--- src/rtl/crtcl_pkg.sv ---
// crtcl_pkg: constants shared by the crtc write-lock block
// assumes: indexed host i/o port bus, 8-bit data
package crtcl_pkg;

  // i/o port addresses
  localparam logic [15:0] CRTCL_PORT_IDX_MONO  = 16'h03B4;
  localparam logic [15:0] CRTCL_PORT_DAT_MONO  = 16'h03B5;
  localparam logic [15:0] CRTCL_PORT_IDX_COLOR = 16'h03D4;
  localparam logic [15:0] CRTCL_PORT_DAT_COLOR = 16'h03D5;
  localparam logic [15:0] CRTCL_PORT_MISC_WR   = 16'h03C2;
  localparam logic [15:0] CRTCL_PORT_MISC_RD   = 16'h03CC;
  localparam logic [15:0] CRTCL_PORT_GFX_IDX   = 16'h03CE;
  localparam logic [15:0] CRTCL_PORT_GFX_DAT   = 16'h03CF;

  // extended graphics index of the lock-control register
  localparam logic [7:0] CRTCL_GFX_LOCK_CTRL = 8'h0D;

  // crtc register count and indices
  localparam int         CRTCL_NREGS         = 25;
  localparam logic [4:0] CRTCL_IDX_HLAST     = 5'h05;
  localparam logic [4:0] CRTCL_IDX_VTOTAL    = 5'h06;
  localparam logic [4:0] CRTCL_IDX_OVERFLOW  = 5'h07;
  localparam logic [4:0] CRTCL_IDX_PRESET    = 5'h08;
  localparam logic [4:0] CRTCL_IDX_MAXSCAN   = 5'h09;
  localparam logic [4:0] CRTCL_IDX_CUR_START = 5'h0A;
  localparam logic [4:0] CRTCL_IDX_CUR_END   = 5'h0B;
  localparam logic [4:0] CRTCL_IDX_SA_HI     = 5'h0C;
  localparam logic [4:0] CRTCL_IDX_SA_LO     = 5'h0D;
  localparam logic [4:0] CRTCL_IDX_CUR_HI    = 5'h0E;
  localparam logic [4:0] CRTCL_IDX_CUR_LO    = 5'h0F;
  localparam logic [4:0] CRTCL_IDX_VRS       = 5'h10;
  localparam logic [4:0] CRTCL_IDX_VRE       = 5'h11;
  localparam logic [4:0] CRTCL_IDX_VBS       = 5'h15;
  localparam logic [4:0] CRTCL_IDX_VBE       = 5'h16;
  localparam logic [4:0] CRTCL_IDX_MODE      = 5'h17;

  // field positions
  localparam int CRTCL_VRE_PROTECT_BIT = 7;
  localparam int CRTCL_LC_VPOL_LOCK    = 7;
  localparam int CRTCL_LC_HPOL_LOCK    = 6;
  localparam int CRTCL_LC_HLOCK        = 5;
  localparam int CRTCL_LC_ADDR9        = 4;
  localparam int CRTCL_LC_ADDR8        = 3;
  localparam int CRTCL_LC_DOUBLE       = 2;
  localparam int CRTCL_LC_G1_PREVENT   = 1;
  localparam int CRTCL_LC_VLOCK        = 0;
  localparam int CRTCL_MISC_VPOL       = 7;
  localparam int CRTCL_MISC_HPOL       = 6;
  localparam int CRTCL_MISC_COLOR      = 0;

  // bit groups inside single registers
  localparam logic [7:0] CRTCL_OVF_G1_BITS   = 8'h42;
  localparam logic [7:0] CRTCL_OVF_G2_BITS   = 8'hAD;
  localparam logic [7:0] CRTCL_OVF_PROT_BITS = 8'h10;
  localparam logic [7:0] CRTCL_MAXSCAN_G3    = 8'h20;
  localparam logic [7:0] CRTCL_VRE_G3        = 8'h0F;
  localparam logic [7:0] CRTCL_MODE_G4       = 8'h04;

  // reset values
  localparam logic [7:0] CRTCL_RST_LOCK_CTRL = 8'h00;
  localparam logic [7:0] CRTCL_RST_MISC      = 8'h00;
  localparam logic [7:0] CRTCL_RST_CRTC      = 8'h00;
  localparam logic [7:0] CRTCL_RST_INDEX     = 8'h00;
  localparam logic [7:0] CRTCL_RD_NONE       = 8'h00;

endpackage

--- src/rtl/crtcl_regs_if.sv ---
// crtcl_regs_if: write port and contents of the crtc register store
// assumes: single clock, writes already masked by the lock logic
`timescale 1ns/100ps
interface crtcl_regs_if #(
  parameter int N = 25
);
  logic                  we;
  logic [4:0]            idx;
  logic [7:0]            wdata;
  logic [7:0]            wmask;
  logic [N-1:0][7:0]     regs;

  modport ctrl  (output we, idx, wdata, wmask, input regs);
  modport store (input we, idx, wdata, wmask, output regs);
endinterface

--- src/rtl/crtcl_regfile.sv ---
// crtcl_regfile: crtc register store with per-bit write mask
// assumes: masked bits keep their stored value
`timescale 1ns/100ps
module crtcl_regfile
  import crtcl_pkg::*;
#(
  parameter int N = 25
)(
  input  wire logic clk,
  input  wire logic nrst,
  crtcl_regs_if.store rf
);

  logic [N-1:0][7:0] regs_q;
  logic [N-1:0][7:0] regs_d;

  always_comb
  begin
    regs_d = regs_q;
    if (rf.we && (int'(rf.idx) < N))
    begin
      regs_d[rf.idx] = (regs_q[rf.idx] & ~rf.wmask)
                     | (rf.wdata & rf.wmask);  // [RULE12]
    end
  end

  always_ff @(posedge clk or negedge nrst)
  begin
    if (!nrst)
      regs_q <= '{default: CRTCL_RST_CRTC};
    else
      regs_q <= regs_d;
  end

  assign rf.regs = regs_q;

endmodule // crtcl_regfile

--- src/rtl/crtcl_lock.sv ---
// crtcl_lock: crtc register write lock, lock-control register, host ports
// assumes: host i/o strobes synchronous to clk, one cycle each
//
// What this block does
// [RULE1] protect bit blocks writes to crtc 0-7, except overflow bits 6,1 when prevent is set
// [RULE2] horizontal lock or protect locks 00-05
// [RULE3] overflow bits 6,1 locked: no prevent, protect
// [RULE4] vertical lock or protect locks 06, overflow bits
// [RULE5] vertical lock locks 09.5,10,11[3:0],15,16
// [RULE6] horizontal lock locks mode bit 2
// [RULE7] lock-control at extended index 0D, read/write
// [RULE8] index port selects, data port accesses register
// [RULE9] doubling bit doubles cursor and scan values
// [RULE10] lock-control bit is address bit 8
// [RULE11] lock-control bit is address bit 9
// [RULE12] locked writes dropped, reads still return contents
// [RULE13] polarity lock bits block misc polarity writes
`timescale 1ns/100ps
module crtcl_lock
  import crtcl_pkg::*;
#(
  parameter int N = CRTCL_NREGS
)(
  input  wire logic            clk,
  input  wire logic            nrst,
  input  wire logic [15:0]     io_addr,
  input  wire logic            io_wr,
  input  wire logic            io_rd,
  input  wire logic [7:0]      io_wdata,
  output logic      [7:0]      io_rdata,
  output logic                 io_rvalid,
  output logic      [7:0]      lock_ctrl,
  output logic      [7:0]      misc_out,
  output logic      [8*N-1:0]  crtc_regs,
  output logic      [17:0]     start_addr,
  output logic      [17:0]     cursor_addr,
  output logic      [5:0]      cursor_start,
  output logic      [5:0]      cursor_end,
  output logic      [5:0]      preset_row,
  output logic      [5:0]      max_scan
);

  crtcl_regs_if #(.N(N)) rf ();

  crtcl_regfile #(.N(N)) crtcl_regfile_i (
    .clk  (clk),
    .nrst (nrst),
    .rf   (rf)
  );

  logic [7:0] crtc_idx_q;
  logic [7:0] crtc_idx_d;
  logic [7:0] gfx_idx_q;
  logic [7:0] gfx_idx_d;
  logic [7:0] lock_q;
  logic [7:0] lock_d;
  logic [7:0] misc_q;
  logic [7:0] misc_d;
  logic [7:0] rdata_q;
  logic [7:0] rdata_d;
  logic       rvalid_q;
  logic       rvalid_d;

  logic        color;
  logic [15:0] port_idx;
  logic [15:0] port_dat;
  logic        protect;
  logic        idx_in_range;
  logic [7:0]  crtc_rd;
  logic [7:0]  wmask;

  // i/o address of the crtc pair follows the colour select bit
  assign color    = misc_q[CRTCL_MISC_COLOR];
  assign port_idx = color ? CRTCL_PORT_IDX_COLOR : CRTCL_PORT_IDX_MONO;
  assign port_dat = color ? CRTCL_PORT_DAT_COLOR : CRTCL_PORT_DAT_MONO;
  assign protect  = rf.regs[CRTCL_IDX_VRE][CRTCL_VRE_PROTECT_BIT];
  assign idx_in_range = (crtc_idx_q < 8'(N));
  assign crtc_rd  = idx_in_range ? rf.regs[crtc_idx_q[4:0]] : CRTCL_RD_NONE;

  // writable bits of the selected crtc register
  function automatic logic [7:0] crtcl_wmask(
    input logic [4:0] idx,
    input logic [7:0] lc,
    input logic       prot
  );
    logic [7:0] m;
    m = 8'hFF;
    if (idx <= CRTCL_IDX_HLAST)
    begin
      if (lc[CRTCL_LC_HLOCK] || prot)
        m = 8'h00;  // [RULE2]
    end
    else if (idx == CRTCL_IDX_VTOTAL)
    begin
      if (lc[CRTCL_LC_VLOCK] || prot)
        m = 8'h00;  // [RULE4]
    end
    else if (idx == CRTCL_IDX_OVERFLOW)
    begin
      if (prot)
        m = m & ~CRTCL_OVF_PROT_BITS;  // [RULE1]
      if (!lc[CRTCL_LC_G1_PREVENT] && prot)
        m = m & ~CRTCL_OVF_G1_BITS;  // [RULE3]
      if (lc[CRTCL_LC_VLOCK] || prot)
        m = m & ~CRTCL_OVF_G2_BITS;  // [RULE4]
    end
    else if (idx == CRTCL_IDX_MAXSCAN)
    begin
      if (lc[CRTCL_LC_VLOCK])
        m = ~CRTCL_MAXSCAN_G3;  // [RULE5]
    end
    else if (idx == CRTCL_IDX_VRS || idx == CRTCL_IDX_VBS
             || idx == CRTCL_IDX_VBE)
    begin
      if (lc[CRTCL_LC_VLOCK])
        m = 8'h00;  // [RULE5]
    end
    else if (idx == CRTCL_IDX_VRE)
    begin
      if (lc[CRTCL_LC_VLOCK])
        m = ~CRTCL_VRE_G3;  // [RULE5]
    end
    else if (idx == CRTCL_IDX_MODE)
    begin
      if (lc[CRTCL_LC_HLOCK])
        m = ~CRTCL_MODE_G4;  // [RULE6]
    end
    return m;
  endfunction

  assign wmask = crtcl_wmask(crtc_idx_q[4:0], lock_q, protect);

  // crtc store write port
  always_comb
  begin
    rf.we    = io_wr && (io_addr == port_dat) && idx_in_range;  // [RULE8]
    rf.idx   = crtc_idx_q[4:0];
    rf.wdata = io_wdata;
    rf.wmask = wmask;  // [RULE12]
  end

  // host port state
  always_comb
  begin
    crtc_idx_d = crtc_idx_q;
    gfx_idx_d  = gfx_idx_q;
    lock_d     = lock_q;
    misc_d     = misc_q;
    rdata_d    = rdata_q;
    rvalid_d   = 1'b0;
    if (io_wr)
    begin
      if (io_addr == port_idx)
        crtc_idx_d = io_wdata;  // [RULE8]
      if (io_addr == CRTCL_PORT_GFX_IDX)
        gfx_idx_d = io_wdata;
      if (io_addr == CRTCL_PORT_GFX_DAT
          && gfx_idx_q == CRTCL_GFX_LOCK_CTRL)
        lock_d = io_wdata;  // [RULE7]
      if (io_addr == CRTCL_PORT_MISC_WR)
      begin
        misc_d = io_wdata;
        if (lock_q[CRTCL_LC_VPOL_LOCK])
          misc_d[CRTCL_MISC_VPOL] = misc_q[CRTCL_MISC_VPOL];  // [RULE13]
        if (lock_q[CRTCL_LC_HPOL_LOCK])
          misc_d[CRTCL_MISC_HPOL] = misc_q[CRTCL_MISC_HPOL];  // [RULE13]
      end
    end
    if (io_rd)
    begin
      rvalid_d = 1'b1;
      if (io_addr == port_idx)
        rdata_d = crtc_idx_q;
      else if (io_addr == port_dat)
        rdata_d = crtc_rd;  // [RULE12]
      else if (io_addr == CRTCL_PORT_GFX_IDX)
        rdata_d = gfx_idx_q;
      else if (io_addr == CRTCL_PORT_GFX_DAT
               && gfx_idx_q == CRTCL_GFX_LOCK_CTRL)
        rdata_d = lock_q;  // [RULE7]
      else if (io_addr == CRTCL_PORT_MISC_RD)
        rdata_d = misc_q;
      else
        rdata_d = CRTCL_RD_NONE;
    end
  end

  always_ff @(posedge clk or negedge nrst)
  begin
    if (!nrst)
    begin
      crtc_idx_q <= CRTCL_RST_INDEX;
      gfx_idx_q  <= CRTCL_RST_INDEX;
      lock_q     <= CRTCL_RST_LOCK_CTRL;
      misc_q     <= CRTCL_RST_MISC;
      rdata_q    <= CRTCL_RD_NONE;
      rvalid_q   <= 1'b0;
    end
    else
    begin
      crtc_idx_q <= crtc_idx_d;
      gfx_idx_q  <= gfx_idx_d;
      lock_q     <= lock_d;
      misc_q     <= misc_d;
      rdata_q    <= rdata_d;
      rvalid_q   <= rvalid_d;
    end
  end

  // values presented to the display timing logic
  function automatic logic [5:0] crtcl_scale(
    input logic [4:0] v,
    input logic       dbl
  );
    return dbl ? {v, 1'b0} : {1'b0, v};  // [RULE9]
  endfunction

  always_comb
  begin
    start_addr  = {lock_q[CRTCL_LC_ADDR9],             // [RULE11]
                   lock_q[CRTCL_LC_ADDR8],             // [RULE10]
                   rf.regs[CRTCL_IDX_SA_HI],
                   rf.regs[CRTCL_IDX_SA_LO]};
    cursor_addr = {lock_q[CRTCL_LC_ADDR9],             // [RULE11]
                   lock_q[CRTCL_LC_ADDR8],             // [RULE10]
                   rf.regs[CRTCL_IDX_CUR_HI],
                   rf.regs[CRTCL_IDX_CUR_LO]};
    cursor_start = crtcl_scale(rf.regs[CRTCL_IDX_CUR_START][4:0],
                               lock_q[CRTCL_LC_DOUBLE]);
    cursor_end   = crtcl_scale(rf.regs[CRTCL_IDX_CUR_END][4:0],
                               lock_q[CRTCL_LC_DOUBLE]);
    preset_row   = crtcl_scale(rf.regs[CRTCL_IDX_PRESET][4:0],
                               lock_q[CRTCL_LC_DOUBLE]);
    max_scan     = crtcl_scale(rf.regs[CRTCL_IDX_MAXSCAN][4:0],
                               lock_q[CRTCL_LC_DOUBLE]);
  end

  assign io_rdata  = rdata_q;
  assign io_rvalid = rvalid_q;
  assign lock_ctrl = lock_q;
  assign misc_out  = misc_q;
  assign crtc_regs = rf.regs;

endmodule // crtcl_lock

--- config.mk ---
export PLATFORM = sky130hd
export DESIGN_NAME = crtcl_lock
export DESIGN_NICKNAME = d
export VERILOG_FILES = /design/src/rtl/crtcl_pkg.sv /design/src/rtl/crtcl_regs_if.sv /design/src/rtl/crtcl_regfile.sv /design/src/rtl/crtcl_lock.sv
export SDC_FILE = /design/constraint.sdc
export NUM_CORES = 1
export LEC_CHECK = 0
export BUFFER_PORTS_ARGS = -buffer_cell sky130_fd_sc_hd__buf_2
export CORE_MARGIN = 3
export CORE_UTILIZATION = 57
export CTS_BUF_LIST = sky130_fd_sc_hd__clkbuf_16
export DETAILED_ROUTE_END_ITERATION = 8
export GPL_TIMING_DRIVEN = 0
export PLACE_DENSITY = 0.82
export SKIP_CTS_REPAIR_TIMING = 1
export SLEW_MARGIN = 20
export SYNTH_ARGS = -nofsm -noshare
export SYNTH_HDL_FRONTEND = slang
export SYNTH_SLANG_ARGS = --single-unit
export TNS_END_PERCENT = 20
--- constraint.sdc ---
create_clock -name clk -period 4.8 [get_ports clk]
set_input_delay 0.96 -clock clk [delete_from_list [all_inputs] [get_ports clk]]
set_output_delay 0.96 -clock clk [all_outputs]
set_load 0.02 [all_outputs]
==> results of run 1 <==
## through the flow
stage	utilization (%)	hold WS, ns
floorplan	-	0.473
global placement	67.2	0.477
detailed placement	67.5	0.497
CTS	71.0	0.327
global route	71.0	0.334
finish	71.0	0.314
## synth_stat cells (10+ instances only)
cell / instances
dfrtp_1: 241
nand2_1: 143
o21ai_0: 111
mux2_2: 91
nor2_1: 61
mux2i_1: 58
clkbuf_1: 45
buf_4: 43
a21oi_1: 32
a31oi_1: 29
buf_2: 24
mux4_2: 24
a22oi_1: 17
nand4_1: 16
nor2b_1: 16
nor3_1: 15
o22ai_1: 14
nand3_1: 13
and2_1: 10
and3_1: 10
inv_1: 10
## worst max-delay path, delay by kind of cell, from the launching register on
kind                   cells  cell delay, ns
DFF                        1            0.41
and+or+nand+nor            1            0.89
AOI/OAI and AO/OA          4            1.18
muxes                      1            0.12
buffers and inverters      3            0.70
## cell usage in the layout (no fill, tap or decap), drive strengths merged, types with 4 or more instances in the layout
cell	netlist	layout
inv	10	16
and3	10	10
nand3	13	13
nor2b	16	16
nor3	15	15
dfrtp	241	241
a21oi	32	32
a21bo	4	4
nand2	143	143
o221ai	5	5
o21ai	116	116
a21boi	5	5
a31oi	29	29
mux2i	58	58
or4	4	4
o22ai	14	14
a211oi	7	7
and2	10	10
a22oi	17	17
nand4	17	17
clkbuf	45	70
nor2	61	61
mux2	93	93
clkinv	0	13
or2	7	7
nor4	12	12
buf	81	394
mux4	24	24
## cell type report
type                            count  area [um^2]
Sequential cell                   241         6030
Buffer                            126          747
Inverter                           10         37.5
Fill cell                        1588         6120
Clock inverter                     21         96.3
Tap cell                          275          344
Clock buffer                       25          626
Multi-Input combinational cell    768         5460
Timing Repair Buffer              313         1620
## worst max path at each step
stage / start / to / slack, ns / depth (start not counted)
after detailed placement: io_addr[13] / crtcl_regfile_i.rf.regs[132] / 1.14 / 7
after CTS: crtc_idx_q[2] / crtcl_regfile_i.rf.regs[185] / 1.49 / 8
after global placement: nrst / crtcl_regfile_i.rf.regs[19] / -1.36 / 1
final: crtc_idx_q[0] / crtcl_regfile_i.rf.regs[77] / 1.35 / 9
after floorplan: io_addr[13] / crtcl_regfile_i.rf.regs[16] / 1.87 / 6
after global routing: crtc_idx_q[2] / crtcl_regfile_i.rf.regs[65] / 1.22 / 8
## registers in the layout (all words and copies together), names as in the netlist
signal	flops
crtcl_regfile_i.rf.regs	200
crtc_idx_q	8
gfx_idx_q	8
io_rdata	8
lock_ctrl	8
misc_out	8
io_rvalid	1
## routing by layer
layer | track usage [%] | share of wire [%] | vias to the layer above
li1 | - | - | 4807
met1 | 50.3 | 38 | 5585
met2 | 60.6 | 47 | 740
met3 | 7.10 | 9.9 | 144
met4 | 15.1 | 4.6 | 0
met5 | 0 | 0 | -
## power breakdown
group	total (mW)	internal, mW	switching (mW)
combinational	0.142	0.0317	0.111
sequential	2.04	2.04	0.00318
clock	1.75	0.943	0.807
total	3.93	3.01	0.921
## cells by family (layout without fill, tap and decap cells)
group,Yosys count,in the layout
AND/OR/NAND/NOR,331,331
multiplexers,175,175
XOR/XNOR,2,2
AO/OA/AOI/OAI,260,260
flip-flops,241,241
buffers and inverters,136,495
==> reports/metrics.cfg, run 1 <==
[cts]
cts.htree.levels=1
cts-root-buf=clkbuf_16
clk_pin_slew_ns=0.06
cts_sinks=241
max-clock-path-buffers=3
cts_buffers=25
clk_latency_ns=0.53
cts_tree=built

[critical_path]
cp_data_required_time_ns=5.21
max_stage_delay_ns=0.89
r2r_setup_slack_ns=1.35
r2r_start=crtc_idx_q[0]
r2r_cells=9
worstSetupEndpointType=flip-flop
crit_chain=buf_4, buf_6, nor2_1, a22oi_1, a21oi_1, a221oi_1, a21boi_1, buf_2, mux2i_1
path_class=reg2reg
slowest_stage=nor2_1
cp_max_fo=10
r2r-end=crtcl_regfile_i.rf.regs[77]
worstSetupStartpointType=flip-flop
worst_ep_arrival_time_ns=3.85

[routing]
route.detailed.drc=0
wire_per_inst_um=25.1
first_pass_iters=6
ant_nets=0
routed_wirelength_um=44700
num_vias=11276
drt_iter0_markers=1230
post_drt_via_cell_ratio=6.34

[synthesis]
synth_top_family_by_area=multiplexers
yosys.cell_types.count=74
yosysSeqAreaShare_pct=49.1
syn_inst=1145
yosys.area_share.simple_pct=13.8
synth_seq_cells=241
synth_flop_cell=dfrtp_1
synth_area_leaders=dfrtp_1 (49%), mux2_2 (8.3%), mux2i_1 (4.7%)
synth_fa_ha_area_share_pct=0
synth-xor-area-share_pct=0.143
synth-compound-area-share_pct=12.9
syn_avg_cell_area_um2=10.7
synth_nets=1173
ys_warn_count=0
synth_top_area_share_pct=49.1
synth_area_um2=12300
synth-async-reset-ratio_pct=100
synth_top_cell_by_area=dfrtp_1
yosys-mux-area-fraction_pct=17.7
synth-edff-count=0

[status]
status=complete, no violations

[floorplanning]
initial_core_util_pct=58.2
io_pins=313
core_um2=21100
std_cell_rows=53
die_width_um=153
die_h_um=153
dieArea_um2=23300

[timing]
finalMaxSlewViolations=0
layout_setup_ws_ns=1.35
finalCritPeriodShare_pct=71.8
tightest_slew_ns=1.18
setup_viol=0
period_needed_ns=3.45
clock-skew-final_ns=0.00839
rsz0062_at_grt=no
fmax_ghz=0.290
finalHoldViolCount=0
slew_headroom_pct=21.0
tns_ns=0

[global_routing]
grt_antenna_before_repair=0
grt_pass1_wl_um=67900
first_global_vias=11248
grt_use_total_pct=37.4
grt_overflow=0
grt_max_degree=102

[power]
p_per_area_nw_per_um2=263
power_mw=3.93
p_leak_nw=7.60
vdd_ir_drop_max_mv=0.247

[final_layout]
final_cells=1779
final_nets=1513
syn_to_final_growth_pct=21.9
diodes=0
final_area_um2=15000
drive_gt1_share_pct=37.1

[placement]
globalplace.congestion=0.980
portBuffers=311
dp.cells=1733
place_ws_ns=1.14
place_area_um2=14200
dp_hpwl_um=33000

[min_path]
hold_class=in2async

[flow_run]
maxCapViolCount=0

(Power assumes the default switching activity.)
==> run 2: changes to the inputs <==
Settings changed: CORE_UTILIZATION 57 to 49, PLACE_DENSITY 0.82 to 0.75.
Clock period 4.8 ns to 3.14 ns, I/O delays scaled along.
==> reports/metrics.cfg, run 2 (same netlist as run 1, synthesis figures left out) <==
[power]
power_switching_mw=1.41  ; +53%
power_frac_clock_pct=45.2  ; +0.7 points
seqPwrFrac_pct=51.1  ; -0.8 points
power_mw=6.10  ; +55%
p_leak_nw=7.64  ; +0.57%
switching_share_pct=23.1  ; -0.28 points
vdd_ir_drop_max_mv=0.356  ; +44%
p_comb_share_pct=3.6  ; about the same
p_per_area_nw_per_um2=403  ; +53%
p_int_mw=4.69  ; +56%

[timing]
fmax_ghz=0.318  ; +9.4%
period_needed_ns=3.15  ; -0.297 ns
tightest_slew_ns=0.887  ; -0.294 ns
finalCritPeriodShare_pct=100  ; +28 points
layout_setup_ws_ns=-0.00820  ; -1.36 ns
finalMaxSlewViolations=0  ; unchanged
setup_viol=1  ; +1
rsz0062_at_grt=yes
clock-skew-final_ns=0.0180  ; +0.00963 ns
finalHoldViolCount=0  ; unchanged
slew_headroom_pct=40.3  ; +19 points
tns_ns=-0.00820  ; -0.00820 ns

[floorplanning]
initial_core_util_pct=50.2  ; -8.0 points
std_cell_rows=57  ; +7.5%
dieArea_um2=27000  ; +16%
core_um2=24500  ; +16%
die_h_um=164  ; +7.5%
io_pins=313  ; unchanged
die_width_um=164  ; +7.5%

[cts]
max-clock-path-buffers=3  ; unchanged
clk_pin_slew_ns=0.06  ; about the same
cts.htree.levels=1  ; unchanged
clk_latency_ns=0.54  ; about the same
cts-root-buf=clkbuf_16
cts_tree=built
cts_sinks=241  ; unchanged
cts_buffers=25  ; unchanged

[critical_path]
critical-path-top-delay-family=buffers and inverters
r2r_start=crtc_idx_q[4]
worst_path_most_repeated_cell=buf_2
max_stage_delay_ns=0.50  ; -0.39 ns
worst_ep_arrival_time_ns=3.58  ; -0.27 ns
r2r-end=crtcl_regfile_i.rf.regs[194]
cp_data_required_time_ns=3.58  ; -1.63 ns
path_class=reg2reg
worstSetupEndpointType=flip-flop
r2r_cells=9  ; unchanged
slowest_stage=dfrtp_1
worstSetupStartpointType=flip-flop
crit_start=crtc_idx_q[4]
crit_chain=buf_2, buf_2, xnor2_1, o32ai_1, and2_1, nor2_1, nand3b_1, clkbuf_2, o21ai_0
cp_max_fo=10  ; unchanged
r2r_setup_slack_ns=-0.008  ; -1.36 ns
path_buf_inv=3  ; unchanged

[routing]
ant_nets=0  ; unchanged
drt_iter0_markers=1199  ; -2.5%
post_drt_via_cell_ratio=6.00  ; -5.3%
routed_wirelength_um=44900  ; +0.61%
first_pass_iters=5  ; -1
wire_per_inst_um=24.5  ; -2.3%
route.detailed.drc=0  ; unchanged
num_vias=10995  ; -2.5%

[final_layout]
final_common_cell=buf_2
layout_common_cells=buf_2 (332), dfrtp_1 (241), nand2_1 (143)
syn_to_final_growth_pct=23.3
register_area_um2=6030  ; unchanged
final_area_um2=15100  ; +1.2%
drive_gt1_share_pct=38.2  ; +1.1 points
fillers=2050  ; +29%
multi_input_area_um2=5510  ; +0.94%
final_nets=1517  ; +0.26%
largest_register_ffs=200  ; unchanged

[flow_run]
maxCapViolCount=0  ; unchanged

[placement]
place_ws_ns=-0.464  ; -1.60 ns
portBuffers=311  ; unchanged
globalplace.congestion=0.997  ; +1.7%
dp_hpwl_um=33400  ; +1.2%
place_area_um2=14300  ; +0.43%

[status]
status=finished, violations left
failed_checks=setup timing

[global_routing]
grt_overflow=0  ; unchanged
grt_use_total_pct=32.8  ; -4.6 points
grt_pass1_wl_um=65900  ; -2.9%
grt_antenna_before_repair=1  ; +1
first_global_vias=10514  ; -6.5%
grt_max_degree=103  ; +0.98%

[min_path]
hold_class=in2async

## run 2: cell type report
class | count | share of cell area (%)
antenna | 1 | 0.0165
buffer | 126 | 4.98
clock buffer | 25 | 4.13
clock inverter | 20 | 0.793
inverter | 10 | 0.248
multi-input combinational | 768 | 36.4
sequential | 241 | 39.8
tap | 324 | 2.68
timing repair buffer | 317 | 10.9
## run 2: power by group through the flow
stage          clock, mW  sequential [mW]  combinational, mW
5_1_grt             2.91             3.12              0.242
2_1_floorplan          0             3.18             0.0593
4_1_cts             2.79             3.12              0.221
3_5_place_dp           0             3.18              0.220
6_report            2.76             3.12              0.222
3_3_place_gp           0             3.18              0.207
## run 2: worst max path at each step
stage | end | slack, ns | cells after the start
6_report | crtcl_regfile_i.rf.regs[194] | -0.008 | 9
5_1_grt | crtcl_regfile_i.rf.regs[155] | -0.05 | 8
4_1_cts | crtcl_regfile_i.rf.regs[77] | -0.48 | 9
3_5_place_dp | crtcl_regfile_i.rf.regs[77] | -0.46 | 9
3_3_place_gp | crtcl_regfile_i.rf.regs[27] | -2.78 | 1
2_1_floorplan | crtcl_regfile_i.rf.regs[24] | 0.54 | 6
## run 2: worst register-to-register path, stage by stage, from the launching register on
cell and delay (ns):
dfrtp_1 0.50, buf_2 0.28, buf_2 0.34, xnor2_1 0.16, o32ai_1 0.11, and2_1 0.21, nor2_1 0.30, nand3b_1 0.49
clkbuf_2 0.40, o21ai_0 0.29
## run 2: metal layers
layer	vias to the layer above	global-route usage [%]	share of wire, %
met5	-	0	0
li1	4817	-	-
met1	5383	43.4	38
met2	669	50.4	46
met3	126	9.38	11
met4	0	14.5	4.6
## run 2: metrics by stage
stage	utilization (%)	cells	hold slack [ns]
detailed placement	58.5	1782	0.487
finish	61.9	1832	0.0341
CTS	61.5	1827	0.0344
global route	61.9	1832	0.0587
global placement	58.2	1780	0.478
floorplan	-	1145	0.332
==> run 3: changes to the inputs <==
Settings changed: CTS_BUF_LIST sky130_fd_sc_hd__clkbuf_16 to not set.
==> reports/metrics.cfg, run 3 (same netlist as run 1, synthesis figures left out) <==
[power]
p_per_area_nw_per_um2=412  ; +2.2%
vdd_ir_drop_max_mv=0.357  ; +0.18%
p_leak_nw=7.64  ; about the same
power_mw=6.25  ; +2.5%

[final_layout]
fillers=2043  ; -0.34%
final_nets=1517  ; unchanged
layout_common_cells=buf_2 (332), dfrtp_1 (241), nand2_1 (143)
syn_to_final_growth_pct=23.7
multi_input_area_um2=5510  ; unchanged
final_common_cell=buf_2
final_cells=1832  ; unchanged
final_area_um2=15200  ; +0.33%
largest_register_ffs=200  ; unchanged
drive_gt1_share_pct=38.6  ; +0.33 points
register_area_um2=6030  ; unchanged

[critical_path]
worstSetupEndpointType=flip-flop
worst_ep_arrival_time_ns=3.63  ; +0.05 ns
worstSetupStartpointType=flip-flop
path_buf_inv=4  ; +1
cp_data_required_time_ns=3.59  ; about the same
critical-path-top-delay-family=compound AO/OA/AOI/OAI gates
slowest_stage=nor4_2
path_class=reg2reg
max_stage_delay_ns=0.47  ; -0.03 ns
crit_chain=buf_4, buf_6, buf_6, nand3b_1, o221ai_1, a221oi_1, nor4_2, o31ai_2, buf_4, a31oi_1
cp_max_fo=10  ; unchanged

[timing]
tns_ns=-0.0722  ; -0.0640 ns
layout_setup_ws_ns=-0.0362  ; -0.0280 ns
rsz0062_at_grt=yes
tightest_slew_ns=0.875  ; -0.0121 ns
fin_worst_hold_slack_ns=0.0312  ; -0.00291 ns
setup_viol=7  ; +6
slew_headroom_pct=41.1  ; +0.82 points
period_needed_ns=3.18  ; +0.0280 ns
finalMaxSlewViolations=0  ; unchanged
fmax_ghz=0.315  ; -0.88%
finalHoldViolCount=0  ; unchanged
finalCritPeriodShare_pct=101  ; +0.89 points
clock-skew-final_ns=0.0207  ; +0.00268 ns

[routing]
first_pass_iters=6  ; +1
drt_iter0_markers=1228  ; +2.4%
wire_per_inst_um=24.6  ; +0.17%
ant_nets=0  ; unchanged
post_drt_via_cell_ratio=6.03  ; +0.40%
num_vias=11039  ; +0.40%
routed_wirelength_um=45000  ; +0.17%
route.detailed.drc=0  ; unchanged

[global_routing]
grt_overflow=0  ; unchanged
grt_use_total_pct=32.8  ; about the same
grt_antenna_before_repair=1  ; unchanged
grt_pass1_wl_um=65900  ; about the same
grt_max_degree=103  ; unchanged
first_global_vias=10544  ; +0.29%

[status]
status=finished, violations left
failed_checks=setup timing

[cts]
cts.htree.levels=1  ; unchanged
clk_pin_slew_ns=0.06  ; about the same
cts_sinks=241  ; unchanged
cts_buffers=25  ; unchanged
max-clock-path-buffers=3  ; unchanged
cts_tree=built
clk_latency_ns=0.54  ; about the same
cts-root-buf=clkbuf_16

[floorplanning]
die_h_um=164  ; unchanged
io_pins=313  ; unchanged
core_um2=24500  ; unchanged
dieArea_um2=27000  ; unchanged
die_width_um=164  ; unchanged
std_cell_rows=57  ; unchanged
initial_core_util_pct=50.2  ; unchanged

[placement]
dp_hpwl_um=33400  ; unchanged
globalplace.congestion=0.997  ; unchanged
dp.cells=1782  ; unchanged
place_area_um2=14300  ; unchanged
portBuffers=311  ; unchanged

[min_path]
hold_class=in2async

[flow_run]
maxCapViolCount=0  ; unchanged

[run 3: final timing paths]
path                                                end                    startpoint  slack (ns)  cells past startpoint
min in group clk                              io_rvalid                         io_rd        0.24                      1
hold / removal              crtcl_regfile_i.rf.regs[71]                          nrst        0.03                      1
setup reg to reg            crtcl_regfile_i.rf.regs[26]                 crtc_idx_q[0]       -0.04                     10
setup / recovery            crtcl_regfile_i.rf.regs[26]                 crtc_idx_q[0]       -0.04                     10
hold reg to reg            crtcl_regfile_i.rf.regs[142]  crtcl_regfile_i.rf.regs[142]        0.50                      2
max in group asynchronous   crtcl_regfile_i.rf.regs[29]                          nrst        2.27                      2
[run 3: final cells by class]
class                      instances  share of cell area, %
sequential                       241                   39.7
multi-input combinational        768                   36.3
timing repair buffer             317                   10.9
buffer                           126                   4.97
clock buffer                      36                   4.72
tap                              324                   2.67
clock inverter                     9                  0.519
inverter                          10                  0.247
antenna                            1                 0.0165
[run 3: per-layer routing]
| layer | vias to the layer above | routed length (um) | track usage [%] |
|---|---|---|---|
| met4 | 0 | 2000 | 14.4 |
| met3 | 130 | 4820 | 9.51 |
| li1 | 4811 | - | - |
| met1 | 5436 | 17300 | 43.2 |
| met2 | 662 | 20900 | 50.5 |
| met5 | - | 0 | 0 |
[run 3: per-stage QoR]
step | setup slack, ns | util, %
finish | -0.0362 | 62.1
detailed placement | -0.464 | 58.5
CTS | -0.480 | 61.7
global placement | -2.78 | 58.2
floorplan | 0.541 | -
global route | -0.0531 | 62.1
[run 3: where the power goes]
group          leakage (nW)  internal (mW)  switching (mW)  total (mW)
Combinational          3.91         0.0496           0.173       0.223
Clock                 0.390           1.67            1.24        2.91
Sequential             3.34           3.11         0.00567        3.12
Total                  7.64           4.83            1.42        6.25
